==> src/rtl/tsq_params.svh <==
// constants of the trigger sequencer core: offsets, fields, resets, counts
// assumes inclusion by the core, the clock generator, the checker and the bench
`ifndef TSQ_PARAMS_SVH
`define TSQ_PARAMS_SVH
`define TSQ_ADDR_MAIN 8'h00
`define TSQ_ADDR_CLK 8'h04
`define TSQ_ADDR_QPTR 8'h08
`define TSQ_ADDR_LIM0 8'h0C
`define TSQ_ADDR_LIM1 8'h10
`define TSQ_ADDR_HOLD 8'h14
`define TSQ_ADDR_ADJ 8'h18
`define TSQ_QUEUE_BIT 7
`define TSQ_BIT_EN 15
`define TSQ_BIT_VIS 8
`define TSQ_BIT_RUN 7
`define TSQ_SRC_HI 15
`define TSQ_SRC_LO 13
`define TSQ_DIV_HI 12
`define TSQ_DIV_LO 8
`define TSQ_ENABLE_DELAY_TICKS 3'h4
`define TSQ_OPT_ADD_LIM0 4'h0
`define TSQ_OPT_ADD_LIM1 4'h1
`define TSQ_OPT_COPY_LIM0 4'h8
`define TSQ_OPT_COPY_LIM1 4'h9
`define TSQ_RESET_WORD 32'h0000_0000
`endif

==> src/rtl/tsq_pkg.sv <==
// types of the trigger sequencer core
// assumes nothing outside itself
package tsq_pkg;
    typedef enum logic [2:0] {
        TSQ_ST_OFF = 3'b000,
        TSQ_ST_DELAY = 3'b001,
        TSQ_ST_HALT = 3'b010,
        TSQ_ST_EXEC = 3'b011,
        TSQ_ST_FLUSH = 3'b100
    } tsq_state_t;
    typedef enum logic [3:0] {
        TSQ_CMD_ADJUST = 4'h4,
        TSQ_CMD_JMP0 = 4'hA,
        TSQ_CMD_JMP1 = 4'hB,
        TSQ_CMD_JC0A = 4'hC,
        TSQ_CMD_JC0B = 4'hD,
        TSQ_CMD_JC1A = 4'hE,
        TSQ_CMD_JC1B = 4'hF
    } tsq_cmd_t;
    typedef enum logic [3:0] {
        TSQ_RS_MAIN, TSQ_RS_CLK, TSQ_RS_QPTR, TSQ_RS_LIM0, TSQ_RS_LIM1,
        TSQ_RS_HOLD, TSQ_RS_ADJ, TSQ_RS_QUEUE, TSQ_RS_NONE
    } tsq_rsel_t;
endpackage : tsq_pkg

==> src/rtl/tsq_core.sv <==
// trigger sequencer core: apb registers, step queue, pointer, loop counters
// assumes a plain apb master on pclk; clock source pins are asynchronous
`timescale 1ns/10ps
`default_nettype none
`include "tsq_params.svh"
module tsq_core #(
    parameter int QDEPTH = 32,
    parameter int PW = 5,
    parameter int CW = 16
) (
    input wire logic pclk,
    input wire logic presetn,
    input wire logic psel,
    input wire logic penable,
    input wire logic pwrite,
    input wire logic [7:0] paddr,
    input wire logic [31:0] pwdata,
    output logic [31:0] prdata,
    output logic pready,
    output logic pslverr,
    input wire logic conv_clk,
    input wire logic pwm_clk,
    input wire logic ext_clk,
    output logic seq_busy,
    output logic step_strobe,
    output logic [7:0] step_code
);
    logic module_enable_r;
    logic en_d_r;
    logic counter_visibility_select_r;
    logic sequencer_run_r;
    logic [2:0] clock_source_select_r;
    logic [4:0] clock_prescale_ratio_r;
    logic [PW-1:0] queue_pointer_r;
    logic [PW-1:0] live_ptr_r;
    logic [CW-1:0] loop_counter_limit_r [2];
    logic [CW-1:0] loop_counter_r [2];
    logic [CW-1:0] hold_r;
    logic [CW-1:0] adjust_r;
    logic [7:0] queue_r [QDEPTH];
    tsq_pkg::tsq_state_t state_r;
    logic [2:0] dly_r;
    logic seq_tick;
    logic acc;
    logic wr;
    logic rd_phase;
    tsq_pkg::tsq_rsel_t rsel;
    logic [31:0] rd_word;
    logic [7:0] cmd;
    logic exec_go;
    logic jc_hit [2];
    logic jc_taken [2];
    logic en_fall;
    logic flow_change;
    logic vis_live;

    function automatic tsq_pkg::tsq_rsel_t decode(input logic [7:0] a);
        tsq_pkg::tsq_rsel_t s;
        s = tsq_pkg::TSQ_RS_NONE;
        if (a[`TSQ_QUEUE_BIT]) begin
            if (a[1:0] == 2'h0 && int'(a[6:2]) < QDEPTH) s = tsq_pkg::TSQ_RS_QUEUE;
        end else begin
            unique case (a)
                `TSQ_ADDR_MAIN: s = tsq_pkg::TSQ_RS_MAIN;
                `TSQ_ADDR_CLK: s = tsq_pkg::TSQ_RS_CLK;
                `TSQ_ADDR_QPTR: s = tsq_pkg::TSQ_RS_QPTR;
                `TSQ_ADDR_LIM0: s = tsq_pkg::TSQ_RS_LIM0;
                `TSQ_ADDR_LIM1: s = tsq_pkg::TSQ_RS_LIM1;
                `TSQ_ADDR_HOLD: s = tsq_pkg::TSQ_RS_HOLD;
                `TSQ_ADDR_ADJ: s = tsq_pkg::TSQ_RS_ADJ;
                default: s = tsq_pkg::TSQ_RS_NONE;
            endcase
        end
        return s;
    endfunction : decode

    // unconditional jump, code 101x; target is the low five bits
    function automatic logic is_uncond_jump(input logic [7:0] c);
        return c[7:5] == 3'b101;
    endfunction : is_uncond_jump

    // conditional jump, code 11sx; s names the loop counter tested
    function automatic logic is_cond_jump(input logic [7:0] c, input logic sel);
        return c[7:6] == 2'b11 && c[5] == sel;
    endfunction : is_cond_jump

    // adjust code 0100; the option names the limit and add or copy
    function automatic logic is_adjust(input logic [7:0] c, input logic [3:0] opt);
        return c[7:4] == tsq_pkg::TSQ_CMD_ADJUST && c[3:0] == opt;
    endfunction : is_adjust

    // limit reads show the live counter only while enabled with visibility set
    function automatic logic [CW-1:0] limit_view(
        input logic live,
        input logic [CW-1:0] lim,
        input logic [CW-1:0] cnt
    );
        logic [CW-1:0] v;
        v = lim;
        if (live) v = cnt;
        return v;
    endfunction : limit_view

    // prescaler restarts on every enable, so the start-up count begins clean
    tsq_clkgen #(
        .DIV_W(5)
    ) u_clkgen (
        .pclk(pclk),
        .presetn(presetn),
        .enable(module_enable_r),
        .src_sel(clock_source_select_r),
        .div(clock_prescale_ratio_r),
        .conv_clk(conv_clk),
        .pwm_clk(pwm_clk),
        .ext_clk(ext_clk),
        .tick(seq_tick)
    );

    // one wait state: the answer registers settle before pready is shown
    assign rsel = decode(paddr);
    assign rd_phase = psel & penable & ~pready;
    assign acc = psel & penable & pready;
    assign wr = acc & pwrite & (rsel != tsq_pkg::TSQ_RS_NONE);
    assign en_fall = en_d_r & ~module_enable_r;
    assign cmd = queue_r[live_ptr_r];
    assign exec_go = (state_r == tsq_pkg::TSQ_ST_EXEC) & sequencer_run_r & seq_tick;
    assign flow_change = is_uncond_jump(cmd) | jc_taken[0] | jc_taken[1];
    assign vis_live = module_enable_r & counter_visibility_select_r;

    // pointer, limit, hold, adjust and queue values read back in the low bits, other bits zero
    always_comb begin
        rd_word = `TSQ_RESET_WORD;
        unique case (rsel)
            tsq_pkg::TSQ_RS_MAIN: begin
                rd_word[`TSQ_BIT_EN] = module_enable_r;
                rd_word[`TSQ_BIT_VIS] = counter_visibility_select_r;
                rd_word[`TSQ_BIT_RUN] = sequencer_run_r;
            end
            tsq_pkg::TSQ_RS_CLK: begin
                rd_word[`TSQ_SRC_HI:`TSQ_SRC_LO] = clock_source_select_r;
                rd_word[`TSQ_DIV_HI:`TSQ_DIV_LO] = clock_prescale_ratio_r;
            end
            tsq_pkg::TSQ_RS_QPTR: rd_word[PW-1:0] = module_enable_r ? live_ptr_r
                                                                    : queue_pointer_r;
            tsq_pkg::TSQ_RS_LIM0: begin
                rd_word[CW-1:0] = limit_view(vis_live, loop_counter_limit_r[0],
                                             loop_counter_r[0]);
            end
            tsq_pkg::TSQ_RS_LIM1: begin
                rd_word[CW-1:0] = limit_view(vis_live, loop_counter_limit_r[1],
                                             loop_counter_r[1]);
            end
            tsq_pkg::TSQ_RS_HOLD: rd_word[CW-1:0] = hold_r;
            tsq_pkg::TSQ_RS_ADJ: rd_word[CW-1:0] = adjust_r;
            tsq_pkg::TSQ_RS_QUEUE: rd_word[7:0] = queue_r[paddr[PW+1:2]];
            default: rd_word = `TSQ_RESET_WORD;
        endcase
    end

    always_ff @(posedge pclk or negedge presetn) begin
        if (!presetn) begin
            pready <= 1'b0;
            pslverr <= 1'b0;
            prdata <= `TSQ_RESET_WORD;
        end else begin
            pready <= rd_phase;
            // unmapped addresses still take the one wait state, then flag an error
            pslverr <= rd_phase & (rsel == tsq_pkg::TSQ_RS_NONE);
            if (rd_phase && !pwrite) prdata <= rd_word;
        end
    end

    // main control/status stays writable while enabled
    always_ff @(posedge pclk or negedge presetn) begin
        if (!presetn) begin
            module_enable_r <= 1'b0;
            en_d_r <= 1'b0;
            counter_visibility_select_r <= 1'b0;
            sequencer_run_r <= 1'b0;
        end else begin
            en_d_r <= module_enable_r;
            if (wr && rsel == tsq_pkg::TSQ_RS_MAIN) begin
                module_enable_r <= pwdata[`TSQ_BIT_EN];
                counter_visibility_select_r <= pwdata[`TSQ_BIT_VIS];
                // run only sticks once enable is already set
                sequencer_run_r <= pwdata[`TSQ_BIT_RUN] & pwdata[`TSQ_BIT_EN]
                                   & module_enable_r;
            end
        end
    end

    // clock, hold and adjust registers lock while enabled
    always_ff @(posedge pclk or negedge presetn) begin
        if (!presetn) begin
            clock_source_select_r <= 3'h0;
            clock_prescale_ratio_r <= 5'h00;
            hold_r <= '0;
            adjust_r <= '0;
        end else if (wr && !module_enable_r) begin
            if (rsel == tsq_pkg::TSQ_RS_CLK) begin
                clock_source_select_r <= pwdata[`TSQ_SRC_HI:`TSQ_SRC_LO];
                clock_prescale_ratio_r <= pwdata[`TSQ_DIV_HI:`TSQ_DIV_LO];
            end
            if (rsel == tsq_pkg::TSQ_RS_HOLD) hold_r <= pwdata[CW-1:0];
            if (rsel == tsq_pkg::TSQ_RS_ADJ) adjust_r <= pwdata[CW-1:0];
        end
    end

    // queue storage; loaded only while disabled so a running program is stable
    always_ff @(posedge pclk) begin
        if (wr && !module_enable_r && rsel == tsq_pkg::TSQ_RS_QUEUE) begin
            queue_r[paddr[PW+1:2]] <= pwdata[7:0];
        end
    end

    // stored pointer register: software any time, cleared once on disable
    always_ff @(posedge pclk or negedge presetn) begin
        if (!presetn) begin
            queue_pointer_r <= '0;
        end else if (wr && rsel == tsq_pkg::TSQ_RS_QPTR) begin
            queue_pointer_r <= pwdata[PW-1:0];
        end else if (en_fall) begin
            queue_pointer_r <= '0;
        end else if (state_r == tsq_pkg::TSQ_ST_EXEC && !sequencer_run_r) begin
            queue_pointer_r <= live_ptr_r;
        end
    end

    // enable delay, halt, execute and the extra tick of a flow change
    always_ff @(posedge pclk or negedge presetn) begin
        if (!presetn) begin
            state_r <= tsq_pkg::TSQ_ST_OFF;
            dly_r <= 3'h0;
        end else if (!module_enable_r) begin
            state_r <= tsq_pkg::TSQ_ST_OFF;
            dly_r <= 3'h0;
        end else begin
            unique case (state_r)
                tsq_pkg::TSQ_ST_OFF: begin
                    state_r <= tsq_pkg::TSQ_ST_DELAY;
                    dly_r <= 3'h1;
                end
                tsq_pkg::TSQ_ST_DELAY: begin
                    if (seq_tick) begin
                        dly_r <= dly_r + 3'h1;
                        if (dly_r == `TSQ_ENABLE_DELAY_TICKS) begin
                            state_r <= tsq_pkg::TSQ_ST_HALT;
                        end
                    end
                end
                tsq_pkg::TSQ_ST_HALT: begin
                    if (sequencer_run_r) state_r <= tsq_pkg::TSQ_ST_EXEC;
                end
                tsq_pkg::TSQ_ST_EXEC: begin
                    if (!sequencer_run_r) begin
                        state_r <= tsq_pkg::TSQ_ST_HALT;
                    end else if (seq_tick) begin
                        if (flow_change) begin
                            state_r <= tsq_pkg::TSQ_ST_FLUSH;
                        end
                    end
                end
                tsq_pkg::TSQ_ST_FLUSH: begin
                    if (seq_tick) state_r <= tsq_pkg::TSQ_ST_EXEC;
                end
                default: state_r <= tsq_pkg::TSQ_ST_OFF;
            endcase
        end
    end

    // live pointer: loaded at start, stepped or jumped each executed step
    always_ff @(posedge pclk or negedge presetn) begin
        if (!presetn) begin
            live_ptr_r <= '0;
        end else if (!module_enable_r) begin
            live_ptr_r <= '0;
        end else if (state_r == tsq_pkg::TSQ_ST_HALT && sequencer_run_r) begin
            live_ptr_r <= queue_pointer_r;
        end else if (exec_go) begin
            if (flow_change) begin
                live_ptr_r <= {cmd[4:0]};
            end else begin
                live_ptr_r <= live_ptr_r + 1'b1;
            end
        end
    end

    // counter select is the third code bit, so either may nest inside the other
    genvar g;
    generate
        for (g = 0; g < 2; g++) begin : g_loop
            assign jc_hit[g] = exec_go && is_cond_jump(cmd, 1'(g));
            // inequality, not below: a limit under the count runs on until the count wraps
            assign jc_taken[g] = jc_hit[g]
                                 && loop_counter_r[g] != loop_counter_limit_r[g];

            always_ff @(posedge pclk or negedge presetn) begin
                if (!presetn) begin
                    loop_counter_r[g] <= '0;
                end else if (!module_enable_r) begin
                    loop_counter_r[g] <= '0;
                end else if (jc_taken[g]) begin
                    loop_counter_r[g] <= loop_counter_r[g] + 1'b1;
                end else if (jc_hit[g]) begin
                    loop_counter_r[g] <= '0;
                end
            end

            // wrap on add is accepted; the limit is a plain 16-bit sum
            always_ff @(posedge pclk or negedge presetn) begin
                if (!presetn) begin
                    loop_counter_limit_r[g] <= '0;
                end else if (!module_enable_r) begin
                    if (wr && rsel == (g == 0 ? tsq_pkg::TSQ_RS_LIM0 : tsq_pkg::TSQ_RS_LIM1)) begin
                        loop_counter_limit_r[g] <= pwdata[CW-1:0];
                    end
                end else if (exec_go) begin
                    if (is_adjust(cmd, g == 0 ? `TSQ_OPT_ADD_LIM0 : `TSQ_OPT_ADD_LIM1)) begin
                        loop_counter_limit_r[g] <= loop_counter_limit_r[g] + adjust_r;
                    end
                    if (is_adjust(cmd, g == 0 ? `TSQ_OPT_COPY_LIM0 : `TSQ_OPT_COPY_LIM1)) begin
                        loop_counter_limit_r[g] <= hold_r;
                    end
                end
            end
        end
    endgenerate

    // step outputs registered; the code holds until the next executed step
    always_ff @(posedge pclk or negedge presetn) begin
        if (!presetn) begin
            seq_busy <= 1'b0;
            step_strobe <= 1'b0;
            step_code <= 8'h00;
        end else begin
            seq_busy <= state_r == tsq_pkg::TSQ_ST_EXEC || state_r == tsq_pkg::TSQ_ST_FLUSH;
            step_strobe <= exec_go;
            if (exec_go) step_code <= cmd;
        end
    end
endmodule : tsq_core
`default_nettype wire

==> src/rtl/tsq_clkgen.sv <==
// clock source selection and prescaler, producing a one-cycle sequencer tick
// assumes source pins are asynchronous and slower than half of pclk
`timescale 1ns/10ps
`default_nettype none
`include "tsq_params.svh"
module tsq_clkgen #(
    parameter int DIV_W = 5,
    parameter logic [2:0] SRC_SYS = 3'h0,
    parameter logic [2:0] SRC_CONV = 3'h1,
    parameter logic [2:0] SRC_PWM = 3'h2,
    parameter logic [2:0] SRC_EXT = 3'h3
) (
    input wire logic pclk,
    input wire logic presetn,
    input wire logic enable,
    input wire logic [2:0] src_sel,
    input wire logic [DIV_W-1:0] div,
    input wire logic conv_clk,
    input wire logic pwm_clk,
    input wire logic ext_clk,
    output logic tick
);
    logic [2:0] meta_r;
    logic [2:0] sync_r;
    logic [2:0] last_r;
    logic [2:0] rise;
    logic src_tick;
    logic [DIV_W-1:0] div_cnt_r;

    // two flops before any edge logic sees a pin
    always_ff @(posedge pclk or negedge presetn) begin
        if (!presetn) begin
            meta_r <= 3'h0;
            sync_r <= 3'h0;
            last_r <= 3'h0;
        end else begin
            meta_r <= {ext_clk, pwm_clk, conv_clk};
            sync_r <= meta_r;
            last_r <= sync_r;
        end
    end

    assign rise = sync_r & ~last_r;

    always_comb begin
        if (src_sel == SRC_SYS) src_tick = 1'b1;
        else if (src_sel == SRC_CONV) src_tick = rise[0];
        else if (src_sel == SRC_PWM) src_tick = rise[1];
        else if (src_sel == SRC_EXT) src_tick = rise[2];
        else src_tick = 1'b0; // unused codes stop the sequencer
    end

    // ratio is field plus one, so field zero passes every source edge
    always_ff @(posedge pclk or negedge presetn) begin
        if (!presetn) begin
            div_cnt_r <= '0;
            tick <= 1'b0;
        end else if (!enable) begin
            div_cnt_r <= '0;
            tick <= 1'b0;
        end else begin
            tick <= 1'b0;
            if (src_tick) begin
                if (div_cnt_r == div) begin
                    div_cnt_r <= '0;
                    tick <= 1'b1;
                end else begin
                    div_cnt_r <= div_cnt_r + 1'b1;
                end
            end
        end
    end
endmodule : tsq_clkgen
`default_nettype wire

==> config.mk <==
export PLATFORM = sky130hd
export DESIGN_NAME = tsq_core
export DESIGN_NICKNAME = d
export VERILOG_FILES = /design/src/rtl/tsq_pkg.sv /design/src/rtl/tsq_core.sv /design/src/rtl/tsq_clkgen.sv
export VERILOG_INCLUDE_DIRS = /design/src /design/src/rtl
export SDC_FILE = /design/constraint.sdc
export NUM_CORES = 1
export LEC_CHECK = 0
export ABC_AREA = 0
export BUFFER_PORTS_ARGS = -buffer_cell sky130_fd_sc_hd__clkbuf_2
export CORE_AREA = 10 10 307 309
export CTS_BUF_LIST = sky130_fd_sc_hd__clkbuf_4 sky130_fd_sc_hd__clkbuf_8
export CTS_CLUSTER_SIZE = 20
export DETAILED_ROUTE_END_ITERATION = 10
export DIE_AREA = 0 0 317 319
export SLEW_MARGIN = 0
export SYNTH_ARGS = -nofsm -noshare
export SYNTH_HDL_FRONTEND = slang
export SYNTH_SLANG_ARGS = --single-unit
export TNS_END_PERCENT = 50
==> constraint.sdc <==
create_clock -name pclk -period 3 [get_ports pclk]
set_input_delay 0.45 -clock pclk [delete_from_list [all_inputs] [get_ports pclk]]
set_output_delay 0.45 -clock pclk [all_outputs]
set_load 0.05 [all_outputs]
### Word level (Yosys, flattened, before mapping)

Memory sizes are Yosys's and may differ from the RTL's.
Index checks and enable logic that the tools add are counted.

* bits in writable memories: 256
* ROM bits: 0
* bits in latches: 0
* input bits: 48
* word-level logic and storage cells: 198
* flip-flop bits (word level): 167
* memories kept: 1

* shift-type cells: 0
* multipliers: 0
* reductions and logical operators: 39
* eq/ne operators: 46
* bitwise operators: 19
* mux-type cells: 59
* $lt $le $gt $ge: 0
* divide/modulo/power cells: 0
* add/subtract/negate cells: 7

Memory list
* queue_r: words 32, width 8, rd ports 2, clocked after Yosys merged registers in 0, write ports 1, RTL line tsq_core.sv:40 `logic [7:0] queue_r [QDEPTH];`

Operator list (count)
* $mux 16: 18
* $mux 5: 11
* $add 16x1->16 const B: 2
* $add 16x16->16: 2
* $ne 16x16->1: 2
* $mux 3: 10
* $pmux 5 s6: 1
* $pmux 6 s5: 1
* $pmux 4 s7: 1
* $eq 8x5->1 const B: 3
* $eq 4x3->1 const B: 5
* $logic_and 1x1->1: 19
* $ne 3x1->1 const B: 6
* $pmux 1 s6: 3
* $eq 8x4->1 const B: 2
* $pmux 3 s5: 1
* $and 1x1->1: 12
* $eq 3x2->1 const B: 4
* $eq 4x4->1 const B: 3
* $add 5x1->5 const B: 2
* $pmux 2 s5: 1
* $eq 3x3->1 const B: 3
* $mux 1: 9
* $eq 4x1->1 const B: 2
* 28 further kinds: 47

### Logic depth before layout (Yosys ltp)

Gate-level depths: netlist (run 1).

* word-level depth: 12
* gate-level depth with buffers: 16
* gate-level depth less buffers: 12

### Modules after synthesis

From an unflattened synthesis (run 1), not the netlist that was laid out.

* cells, all modules: 1855
* area total of the unflattened synthesis: 22723.0 um^2

Modules (own cells, without submodules)
* tsq_core: sequential area each 11491.0 um^2, cells an instance 1802, times used 1, area each 22069.9 um^2
* tsq_clkgen: sequential area each 375.4 um^2, cells an instance 53, times used 1, area each 653.1 um^2

### Least setup slack after synthesis (run 1)

Ideal clock, no wire load.

* kind: input -> register
* start point: input port paddr[2]
* end point: memory queue_r[21][0] (enable)
* required time: 2.617 ns
* cell stages on the path: 7
* setup time: 0.383 ns
* path buffers: 4
* path slack: -0.106 ns
* arrival: 2.722 ns
* cells stage by stage: buf_2 > buf_2 > buf_2 > clkbuf_1 > nor2b_1 > nand2_1 > nor3_1

* word-level cells in the longest chain between the ends: 9

RTL lines
* start: declaration: RTL line tsq_core.sv:16 `input wire logic [7:0] paddr,`
* $eq 8x5->1 (tied with other cells): RTL line tsq_core.sv:63 `unique case (a)`
* $pmux 4 s7: RTL line tsq_core.sv:63
* $mux 4: RTL line tsq_core.sv:60 `` if (a[`TSQ_QUEUE_BIT]) begin ``
* $ne 4x4->1: RTL line tsq_core.sv:123 `assign wr = acc & pwrite & (rsel != tsq_pkg::TSQ_RS_NONE);`
* $and 1x1->1: RTL line tsq_core.sv:123
* $logic_and 1x1->1 (2 in series): RTL line tsq_core.sv:211 `if (wr && !module_enable_r && rsel == tsq_pkg::TSQ_RS_QUEUE) begin`
* $mux 1: RTL line tsq_core.sv:211
* $mux 1 (implied by the code): RTL line tsq_core.sv:212 `queue_r[paddr[PW+1:2]] <= pwdata[7:0];`
* end: declaration: RTL line tsq_core.sv:40

Parallel ways exist; a longest one is shown, timed or not.

### Worst setup path in the final report (run 1)

* start point: register live_ptr_r[2]
* end point: register loop_counter_r[29] (netlist name)

* word-level cells in the longest chain between the ends: 7

RTL lines
* start: declaration: RTL line tsq_core.sv:35 `logic [PW-1:0] live_ptr_r;`
* start signal: assignment: RTL line tsq_core.sv:278 `live_ptr_r <= queue_pointer_r;`
* start signal: assignment: RTL line tsq_core.sv:281 `live_ptr_r <= {cmd[4:0]};`
* start signal: assignment: RTL line tsq_core.sv:283 `live_ptr_r <= live_ptr_r + 1'b1;`
* $mem_v2 32x8 (*)
* $eq 2x2->1 / $not 1->1 (equally long branches): RTL line tsq_core.sv:84 `return c[7:6] == 2'b11 && c[5] == sel;`
* $logic_and 1x1->1 (*): RTL line tsq_core.sv:84
* $logic_and 1x1->1 (*): RTL line tsq_core.sv:292 `assign jc_hit[g] = exec_go && is_cond_jump(cmd, 1'(g));`
* $logic_and 1x1->1: RTL line tsq_core.sv:295 `&& loop_counter_r[g] != loop_counter_limit_r[g];`
* $mux 16: RTL line tsq_core.sv:302 `end else if (jc_taken[g]) begin`
* $mux 16: RTL line tsq_core.sv:300 `end else if (!module_enable_r) begin`
* end signal: indexed assignment: RTL line tsq_core.sv:303 `loop_counter_r[g] <= loop_counter_r[g] + 1'b1;`
* end: declaration: RTL line tsq_core.sv:37 `logic [CW-1:0] loop_counter_r [2];`

Mark *: on every way between the ends. The rest lies on a longest branch, timed or not.
A chain may end at the register's enable or synchronous reset.

==> results_dict.tcl, run 1 <==
set metrics [dict create \
    insertion_delay_ps 700 \
    nFillCells 8649 \
    area_growth_pct 25.06 \
    cts.clk_slew.worst_paths_ps 60 \
    timing.final.hold_violations 0 \
    die_w_um 317 \
    synth_area_per_cell_sq_um 12.17 \
    root_buffer "clkbuf_8" \
    drt-wirelength-per-cell_um 23.16 \
    finalCriticalPeriod_ps 3210 \
    power_density_nw_per_um2 428.1 \
    irDropWorstVdd_uv 244.0 \
    critPathLaunchType "register" \
    cp_data_arrival_time_ps 3810 \
    ys_warn_count 0 \
    finalClockSkew_ps 54.55 \
    h-tree-depth 3 \
    layout_setup_ws_ps -210.0 \
    synth_flop_cell "edfxtp_1" \
    synth-edff-count 256 \
    tritoncts "yes" \
    p_switching_mw 3.095 \
    fin_crit_sh_pct 107.0 \
    wirelength_mm 81.56 \
    fp.dieH_um 319 \
    whs_path_depth 2 \
    final_util_pct 33.60 \
    synth_top_area_cell "edfxtp_1" \
    place_congestion 0.9843 \
    crit_required_ps 3600 \
    pre_cts_ws_ps -423.4 \
    nets 2386 \
    yosys-top-cells-area "edfxtp_1 (33%), dfrtp_1 (18%), mux4_2 (9.1%)" \
    syn_inst 1942 \
    crit_type "register to register" \
    grtUsageTotal_pct 15.77 \
    max_freq_mhz 311.5 \
    seqPwrFrac_pct 49.5 \
    final_cell_count_no_fill 3522 \
    synth_top_area_share_pct 32.53 \
    first_pass_iters 5 \
    postSynth.asyncResetShare_pct 39.48 \
    drv_cap 0 \
    io_buffers 59 \
    status "finished, violations left" \
    drc 0 \
    ys_seq_area_share_pct 50.21 \
    hold_path.class "input port to register" \
    dpl.hpwl_mm 61.47 \
    r2r_cells 11 \
    cp_max_fo 8 \
    grt_max_degree 63 \
    cts.sinks 423 \
    rsz0062_at_grt "yes" \
    tightest_slew_ps 915.0 \
    syn_area_sq_um 23630 \
    swShare_pct 24.46 \
    violations "negative setup slack" \
    vias_per_cell 5.246 \
    multi_input_area_sq_um 11370 \
    overflow 0 \
    synth.distinct_cells 93 \
    vias 18480 \
    cts.path.max_buffers 3 \
    slew_viol_final 0 \
    ys_seq_elements 423 \
    first_global_vias 18610 \
    power.internal_mw 9.558 \
    critPathCaptureType "register" \
    drt_iter0_drc 1794 \
    post-place-cells 3362 \
    dieArea_sq_um 101100 \
    relSlewSlack_pct 37.42 \
    antenna_found_initial 4 \
    p_comb_share_pct 6.2 \
    core_area_sq_um 87970 \
    layout-drive-gt1-share_pct 33.53 \
    clkPwrFrac_pct 44.3 \
    p_leak_nw 11.43 \
    grt_first_pass_wirelength_mm 121.5 \
    cts_buffers 76 \
    setup_viol 49 \
    initial_utilization_pct 26.87 \
    rows 109 \
    final-seq-area_sq_um 11880 \
    ioPinCount 92 \
    drtAntennaViolNets 0 \
]
layout by cell type, fill, tap and decap left out, drive strengths merged, types with 60 or more instances in the layout:
cell type  instances
a21oi            105
buf              326
clkbuf           167
dfrtp            167
edfxtp           256
mux2              60
mux2i            114
mux4             110
nand2            201
nor2             125
o21ai            107
flip-flops by register name (all words and copies together) (netlist names), 3 cells and up:
name / flops
queue_r: 256
loop_counter_limit_r: 32
loop_counter_r: 32
adjust_r: 16
hold_r: 16
prdata: 16
step_code: 8
clock_prescale_ratio_r: 5
live_ptr_r: 5
queue_pointer_r: 5
u_clkgen.div_cnt_r: 5
clock_source_select_r: 3
dly_r: 3
state_r: 3
u_clkgen.last_r: 3
u_clkgen.meta_r: 3
u_clkgen.sync_r: 3
cells by family (layout without fill, tap and decap cells):
kind of cell    Yosys count  after routing  synth area share [%]
simple gates            582            582                 12.28
buf+inv                 153            551                 3.595
compound gates          397            398                 10.99
fa+ha+maj                38             38                 2.075
other cells               1             17               0.01587
xor+xnor                 64             64                 2.372
mux                     284            284                 18.46
flops                   423            423                 50.21
through the flow:
stage          TNS [ps]  hold slack, ps  total power, mW  instance area (sq um)
2_1_floorplan    -403.1           154.4            6.772                  23700
3_3_place_gp     -10070           339.8            7.124                  27260
3_5_place_dp     -11790           340.1            7.138                  27260
4_1_cts           -3909           66.74            12.74                  29250
5_1_grt          -10200           87.01            13.10                  29550
6_report          -4572           100.1            12.65                  29550
repair_timing:
| action | 4_1_cts | 5_1_grt |
|---|---|---|
| endpoints found under the setup margin | 61 | 69 |
| pin swaps | 19 | 26 |
| hold buffers | 4 | 0 |
| gates cloned | 3 | 1 |
| gates resized for setup | 64 | 60 |
| hold endpoints to repair | 62 | 0 |
| buffers inserted | 13 | 6 |
area by class of cell:
cell class / instances / share of cell area [%]
Timing Repair Buffer: 389 / 10.85
Antenna cell: 1 / 0.008467
Clock inverter: 25 / 0.6604
Multi-Input combinational cell: 1382 / 38.46
Clock buffer: 109 / 4.547
Sequential cell: 423 / 40.18
Inverter: 28 / 0.3641
Tap cell: 1165 / 4.932
power by group through the flow:
stage | combinational [mW] | clock (mW) | sequential [mW]
2_1_floorplan | 0.395 | 0 | 6.38
3_3_place_gp | 0.749 | 0 | 6.38
3_5_place_dp | 0.761 | 0 | 6.38
4_1_cts | 0.770 | 5.71 | 6.26
5_1_grt | 0.837 | 6.00 | 6.26
6_report | 0.783 | 5.61 | 6.26
Yosys cell counts, types with 19 or more instances:
| library cell | count |
|---|---|
| edfxtp_1 | 256 |
| nand2_1 | 191 |
| dfrtp_1 | 167 |
| nor2_1 | 123 |
| mux2i_1 | 113 |
| a21oi_1 | 105 |
| mux4_2 | 95 |
| o21ai_0 | 90 |
| clkbuf_1 | 63 |
| mux2_2 | 56 |
| nand3_1 | 50 |
| xnor2_1 | 48 |
| nor3_1 | 41 |
| ha_1 | 36 |
| a21o_1 | 32 |
| and3_1 | 29 |
| nand2b_1 | 24 |
| inv_1 | 23 |
| a31oi_1 | 20 |
| buf_4 | 19 |
| nor2b_1 | 19 |
worst paths after layout:
path                               startpoint                       end  slack [ps]
hold / removal                     pwdata[13]  clock_source_select_r[0]         100
hold reg to reg            u_clkgen.meta_r[2]        u_clkgen.sync_r[2]         340
max in group asynchronous             presetn               adjust_r[9]        1800
setup reg to reg                live_ptr_r[2]        loop_counter_r[29]        -210
setup / recovery                live_ptr_r[2]        loop_counter_r[29]        -210
min in group asynchronous             presetn                 prdata[6]         380
layer usage:
metal | global-route usage [%] | share of wire (%) | vias up | wire (um)
met1 | 20.87 | 41 | 9362 | 33600
met2 | 25.35 | 47 | 850 | 38430
met4 | 4.634 | 2.8 | 2 | 2307
met3 | 3.661 | 8.8 | 151 | 7207
met5 | 0 | 0.016 | - | 13
li1 | - | - | 8111 | -
critical path, cell delays in order, from the launching register on:
cell	delay, ps
dfrtp_4	570
buf_12	180
mux4_2	360
nand2_2	50
a211o_1	250
nand4_1	190
buf_6	160
or3b_4	420
or3_4	440
buf_12	180
nor3b_4	180
a21o_1	120
(Power assumes the default switching activity.)
==> run 2, diff against run 1 <==
- SKIP_CTS_REPAIR_TIMING: unset -> 1
==> run 2 against run 1 <==
The run still ends with negative setup slack left. Non-clock buffer count up 5. Highest routed layer unchanged. Sequential share of layout area up 0.24 points. Register-to-register slack worse by 60 ps. Critical endpoint unchanged. Power about the same.
==> results_dict.tcl, run 2 (synthesized netlist as in run 1, its figures left out) <==
set metrics [dict create \
    root_buffer "clkbuf_8" \
    overflow 0 \
    setup_viol 51 \
    first_global_vias 18280 \
    grt_max_degree 63 \
    clkPwrFrac_pct 44.3 \
    violations "negative setup slack" \
    drt_iter0_drc 1863 \
    finalCriticalPeriod_ps 3271 \
    final_cell_count_no_fill 3527 \
    hold_path.class "input port to register" \
    relSlewSlack_pct 28.04 \
    layout-drive-gt1-share_pct 32.53 \
    vias_per_cell 5.265 \
    grt_first_pass_wirelength_mm 120.3 \
    place_congestion 0.9843 \
    p_leak_nw 11.41 \
    rows 109 \
    dieArea_sq_um 101100 \
    dpl.hpwl_mm 61.47 \
    final_util_pct 33.40 \
    seqPwrFrac_pct 49.5 \
    tightest_slew_ps 1072 \
    cp_max_fo 8 \
    critPathLaunchType "register" \
    crit_required_ps 3600 \
    initial_utilization_pct 26.87 \
    p_comb_share_pct 6.2 \
    critPathCaptureType "register" \
    final-seq-area_sq_um 11870 \
    timing.final.hold_violations 0 \
    vias 18570 \
    largest_register_ffs 256 \
    ioPinCount 92 \
    first_pass_iters 6 \
    swShare_pct 24.41 \
    crit_type "register to register" \
    multi_input_area_sq_um 11240 \
    slew_viol_final 0 \
    die_w_um 317 \
    antenna_found_initial 4 \
    drt-wirelength-per-cell_um 23.12 \
    cp_data_arrival_time_ps 3870 \
    fin_crit_sh_pct 109.0 \
    post-place-cells 3362 \
    rsz0062_at_grt "yes" \
    cts.path.max_buffers 3 \
    status "finished, violations left" \
    fp.dieH_um 319 \
    p_switching_mw 3.086 \
    insertion_delay_ps 690 \
    drtAntennaViolNets 0 \
    cts.clk_slew.worst_paths_ps 60 \
    nets 2391 \
    power_density_nw_per_um2 430.3 \
    nFillCells 8675 \
    final_cell_mix "buf_4 (297), edfxtp_1 (256), nand2_1 (189)" \
    drv_cap 0 \
    cts_buffers 76 \
    max_freq_mhz 305.7 \
    tritoncts "yes" \
    wirelength_mm 81.54 \
    layout_setup_ws_ps -271.5 \
    regToRegSetupSlack_ps -270 \
    final_common_cell "buf_4" \
    cts.sinks 423 \
    finalClockSkew_ps 50.08 \
    irDropWorstVdd_uv 240.7 \
    io_buffers 59 \
    setup_tns_ps -9008 \
    h-tree-depth 3 \
    grtUsageTotal_pct 15.62 \
    power.internal_mw 9.556 \
    drc 0 \
    area_growth_pct 24.32 \
    core_area_sq_um 87970 \
]
[run 2: cell count changes in the layout (fill, tap and decap cells not counted), moves of 6 or more]
cell	change
buf_4	+12
buf_6	-6
mux2i_1	+11
mux2i_2	-9
mux4_1	+7
mux4_2	-7
o21ai_1	+6
[run 2: worst paths after layout]
check                                   start                  endpoint  depth (start not counted)
min reg2reg                u_clkgen.meta_r[2]        u_clkgen.sync_r[2]                          0
max in group asynchronous             presetn               adjust_r[9]                          3
max reg2reg                     live_ptr_r[2]        loop_counter_r[29]                         14
min                                pwdata[13]  clock_source_select_r[0]                          2
min in group asynchronous             presetn                 prdata[6]                          2
max                             live_ptr_r[2]        loop_counter_r[29]                         14
[run 2: power by group through the flow]
stage / Sequential, mW / Combinational, mW / Clock (mW)
finish: 6.26 / 0.781 / 5.60
global route: 6.26 / 0.833 / 5.99
CTS: 6.26 / 0.763 / 5.71
detailed placement: 6.38 / 0.761 / 0
global placement: 6.38 / 0.749 / 0
floorplan: 6.38 / 0.395 / 0
[run 2: layer usage]
| metal | vias up | track usage (%) | routed length [um] |
|---|---|---|---|
| met5 | - | 0 | 13 |
| li1 | 8138 | - | - |
| met4 | 2 | 4.008 | 1967 |
| met2 | 877 | 25.17 | 38510 |
| met3 | 147 | 3.590 | 6827 |
| met1 | 9406 | 20.87 | 34220 |
[run 2: final cells by class]
cell class	count	share of cell area (%)
diodes	1	0.008518
clock buffers	109	4.574
clock inverters	25	0.6644
inverters	28	0.3577
multi-input cells	1382	38.25
flip-flops and latches	423	40.42
well taps	1165	4.961
repair buffers	394	10.77
[run 2: per-stage QoR]
stage | cell area, sq um | hold WS [ps] | total power, mW | setup WS, ps
2_1_floorplan | 23700 | 154.4 | 6.772 | -37.50
3_3_place_gp | 27260 | 339.8 | 7.124 | -420.1
3_5_place_dp | 27260 | 340.1 | 7.138 | -423.4
4_1_cts | 28800 | -225.3 | 12.73 | -386.5
5_1_grt | 29380 | 91.30 | 13.09 | -355.6
6_report | 29380 | 103.9 | 12.64 | -271.5
[run 2: critical path, stage by stage (launching register included)]
cell,delay (ps)
dfrtp_4,500
buf_12,150
buf_12,140
buf_12,140
mux2i_4,180
a31oi_1,190
nand4_1,120
nand4_1,210
buf_6,160
or3b_4,420
or3_4,380
buf_8,150
buf_12,130
nor3b_2,180
a21o_1,120
==> run 3, diff against run 2 <==
==> constraint.sdc (replaced) <==
create_clock -name pclk -period 3 [get_ports pclk]
set_input_delay 0.15 -clock pclk [delete_from_list [all_inputs] [get_ports pclk]]
set_output_delay 0.15 -clock pclk [all_outputs]
set_load 0.05 [all_outputs]
==> run 3 against run 2 <==
The run ends with negative hold slack, negative setup slack left. Sequential power about the same. Wire length about the same. Clock skew is 7.2 ps higher. Final area up 0.77%. Cell count fell by 1.8%. Core utilization increased by 0.26 points. Via count fell by 1.3%. Power grew 0.60%. Non-clock buffer count is 62 lower. Critical path type unchanged.
==> results_dict.tcl, run 3 (synthesized netlist as in run 1, its figures left out) <==
set metrics [dict create \
    root_buffer "clkbuf_8" \
    drc 0 \
    vias_per_cell 5.291 \
    crit_type "register to register" \
    final_cell_count_no_fill 3464 \
    critPathCaptureType "register" \
    violations "negative hold slack, negative setup slack" \
    max_stage_delay_ps 510 \
    max_freq_mhz 315.3 \
    ioPinCount 92 \
    cts.clk_slew.worst_paths_ps 70 \
    clkPwrFrac_pct 44.6 \
    wirelength_mm 81.55 \
    relSlewSlack_pct 24.05 \
    grt_first_pass_wirelength_mm 117.2 \
    tritoncts "yes" \
    rsz0062_at_grt "yes" \
    core_area_sq_um 87970 \
    placed_area_sq_um 26730 \
    cts_buffers 75 \
    total_power_mw 12.72 \
    fin_area_sq_um 29610 \
    drv_cap 0 \
    insertion_delay_ps 700 \
    grt_max_degree 112 \
    h-tree-depth 3 \
    layout_setup_ws_ps -171.4 \
    grtUsageTotal_pct 15.23 \
    io_buffers 59 \
    swShare_pct 25.02 \
    crit_required_ps 3530 \
    finalHoldWorstSlack_ps -12.47 \
    power.internal_mw 9.535 \
    cts.path.max_buffers 3 \
    area_growth_pct 25.28 \
    place_congestion 0.9469 \
    final_common_cell "edfxtp_1" \
    p_leak_nw 11.25 \
    p_comb_share_pct 6.1 \
    tightest_slew_ps 1135 \
    dpl.hpwl_mm 59.21 \
    path_delay_family "multiplexers" \
    finalCriticalPeriod_ps 3171 \
    cts.sinks 423 \
    power_density_nw_per_um2 429.6 \
    initial_utilization_pct 26.87 \
    status "finished, violations left" \
    drt-wirelength-per-cell_um 23.54 \
    p_switching_mw 3.182 \
    dieArea_sq_um 101100 \
    first_pass_iters 5 \
    antenna_found_initial 5 \
    die_w_um 317 \
    cp_max_fo 7 \
    irDropWorstVdd_uv 239.2 \
    largest_register_ffs 256 \
    slew_viol_final 0 \
    final_cell_mix "edfxtp_1 (256), buf_4 (213), nand2_1 (186)" \
    timing.final.hold_violations 1 \
    layout-drive-gt1-share_pct 32.72 \
    hold_path.class "input port to asynchronous set/reset pin" \
    drtAntennaViolNets 0 \
    fin_crit_sh_pct 105.7 \
    cp_data_arrival_time_ps 3700 \
    overflow 0 \
    final_util_pct 33.66 \
    nets 2328 \
    crit_buf_inv 3 \
    critPathLaunchType "register" \
    seqPwrFrac_pct 49.3 \
    post-place-cells 3286 \
    rows 109 \
    drt_iter0_drc 1853 \
    vias 18330 \
    cp_cell_sequence "buf_6, buf_12, mux4_2, mux4_2, mux2i_4, nor3b_4, o21ai_4, nor2_8, buf_12, mux2i_4, o31ai_4" \
    finalClockSkew_ps 57.26 \
    setup_viol 50 \
    cp_slowest_cell "mux4_2" \
    first_global_vias 18100 \
    fp.dieH_um 319 \
]
## run 3: cell type report
type / count / area, sq um
clock buffer: 100 / 1264
multi-input combinational: 1382 / 11730
fill: 8639 / 58360
timing repair buffer: 332 / 2889
inverter: 28 / 105.1
sequential: 423 / 11870
clock inverter: 33 / 284.0
tap: 1165 / 1458
antenna: 1 / 2.502
## run 3: layer usage
layer  part of all wire [%]  vias to the layer above  track usage [%]
met5                  0.059                        -                0
met4                    3.4                        8            5.156
met3                    9.0                      186            4.146
met2                     47                      893            24.38
met1                     41                     9227            19.61
li1                       -                     8014                -
## run 3: per-stage QoR
stage | setup TNS (ps) | worst slack [ps]
global placement | -61690 | -510.7
floorplan | -336.0 | -30.81
CTS | -11160 | -273.0
global route | -9343 | -346.5
detailed placement | -63310 | -503.2
finish | -4444 | -171.4
## run 3: power groups by stage
stage	clock, mW	combinational (mW)	sequential [mW]
CTS	5.79	0.741	6.26
global placement	0	0.727	6.38
detailed placement	0	0.738	6.38
global route	6.06	0.836	6.26
floorplan	0	0.396	6.38
finish	5.67	0.779	6.27
## run 3: final timing paths
| kind | slack [ps] | startpoint | cells after the start | to |
|---|---|---|---|---|
| max reg2reg | -170 | live_ptr_r[0] | 11 | loop_counter_limit_r[17] |
| max | -170 | live_ptr_r[0] | 11 | loop_counter_limit_r[17] |
| min | -10 | presetn | 2 | prdata[5] |
| min reg2reg | 350 | u_clkgen.meta_r[2] | 0 | u_clkgen.sync_r[2] |
| max in group asynchronous | 1940 | presetn | 3 | module_enable_r |
| min in group pclk | 130 | paddr[1] | 4 | prdata[5] |
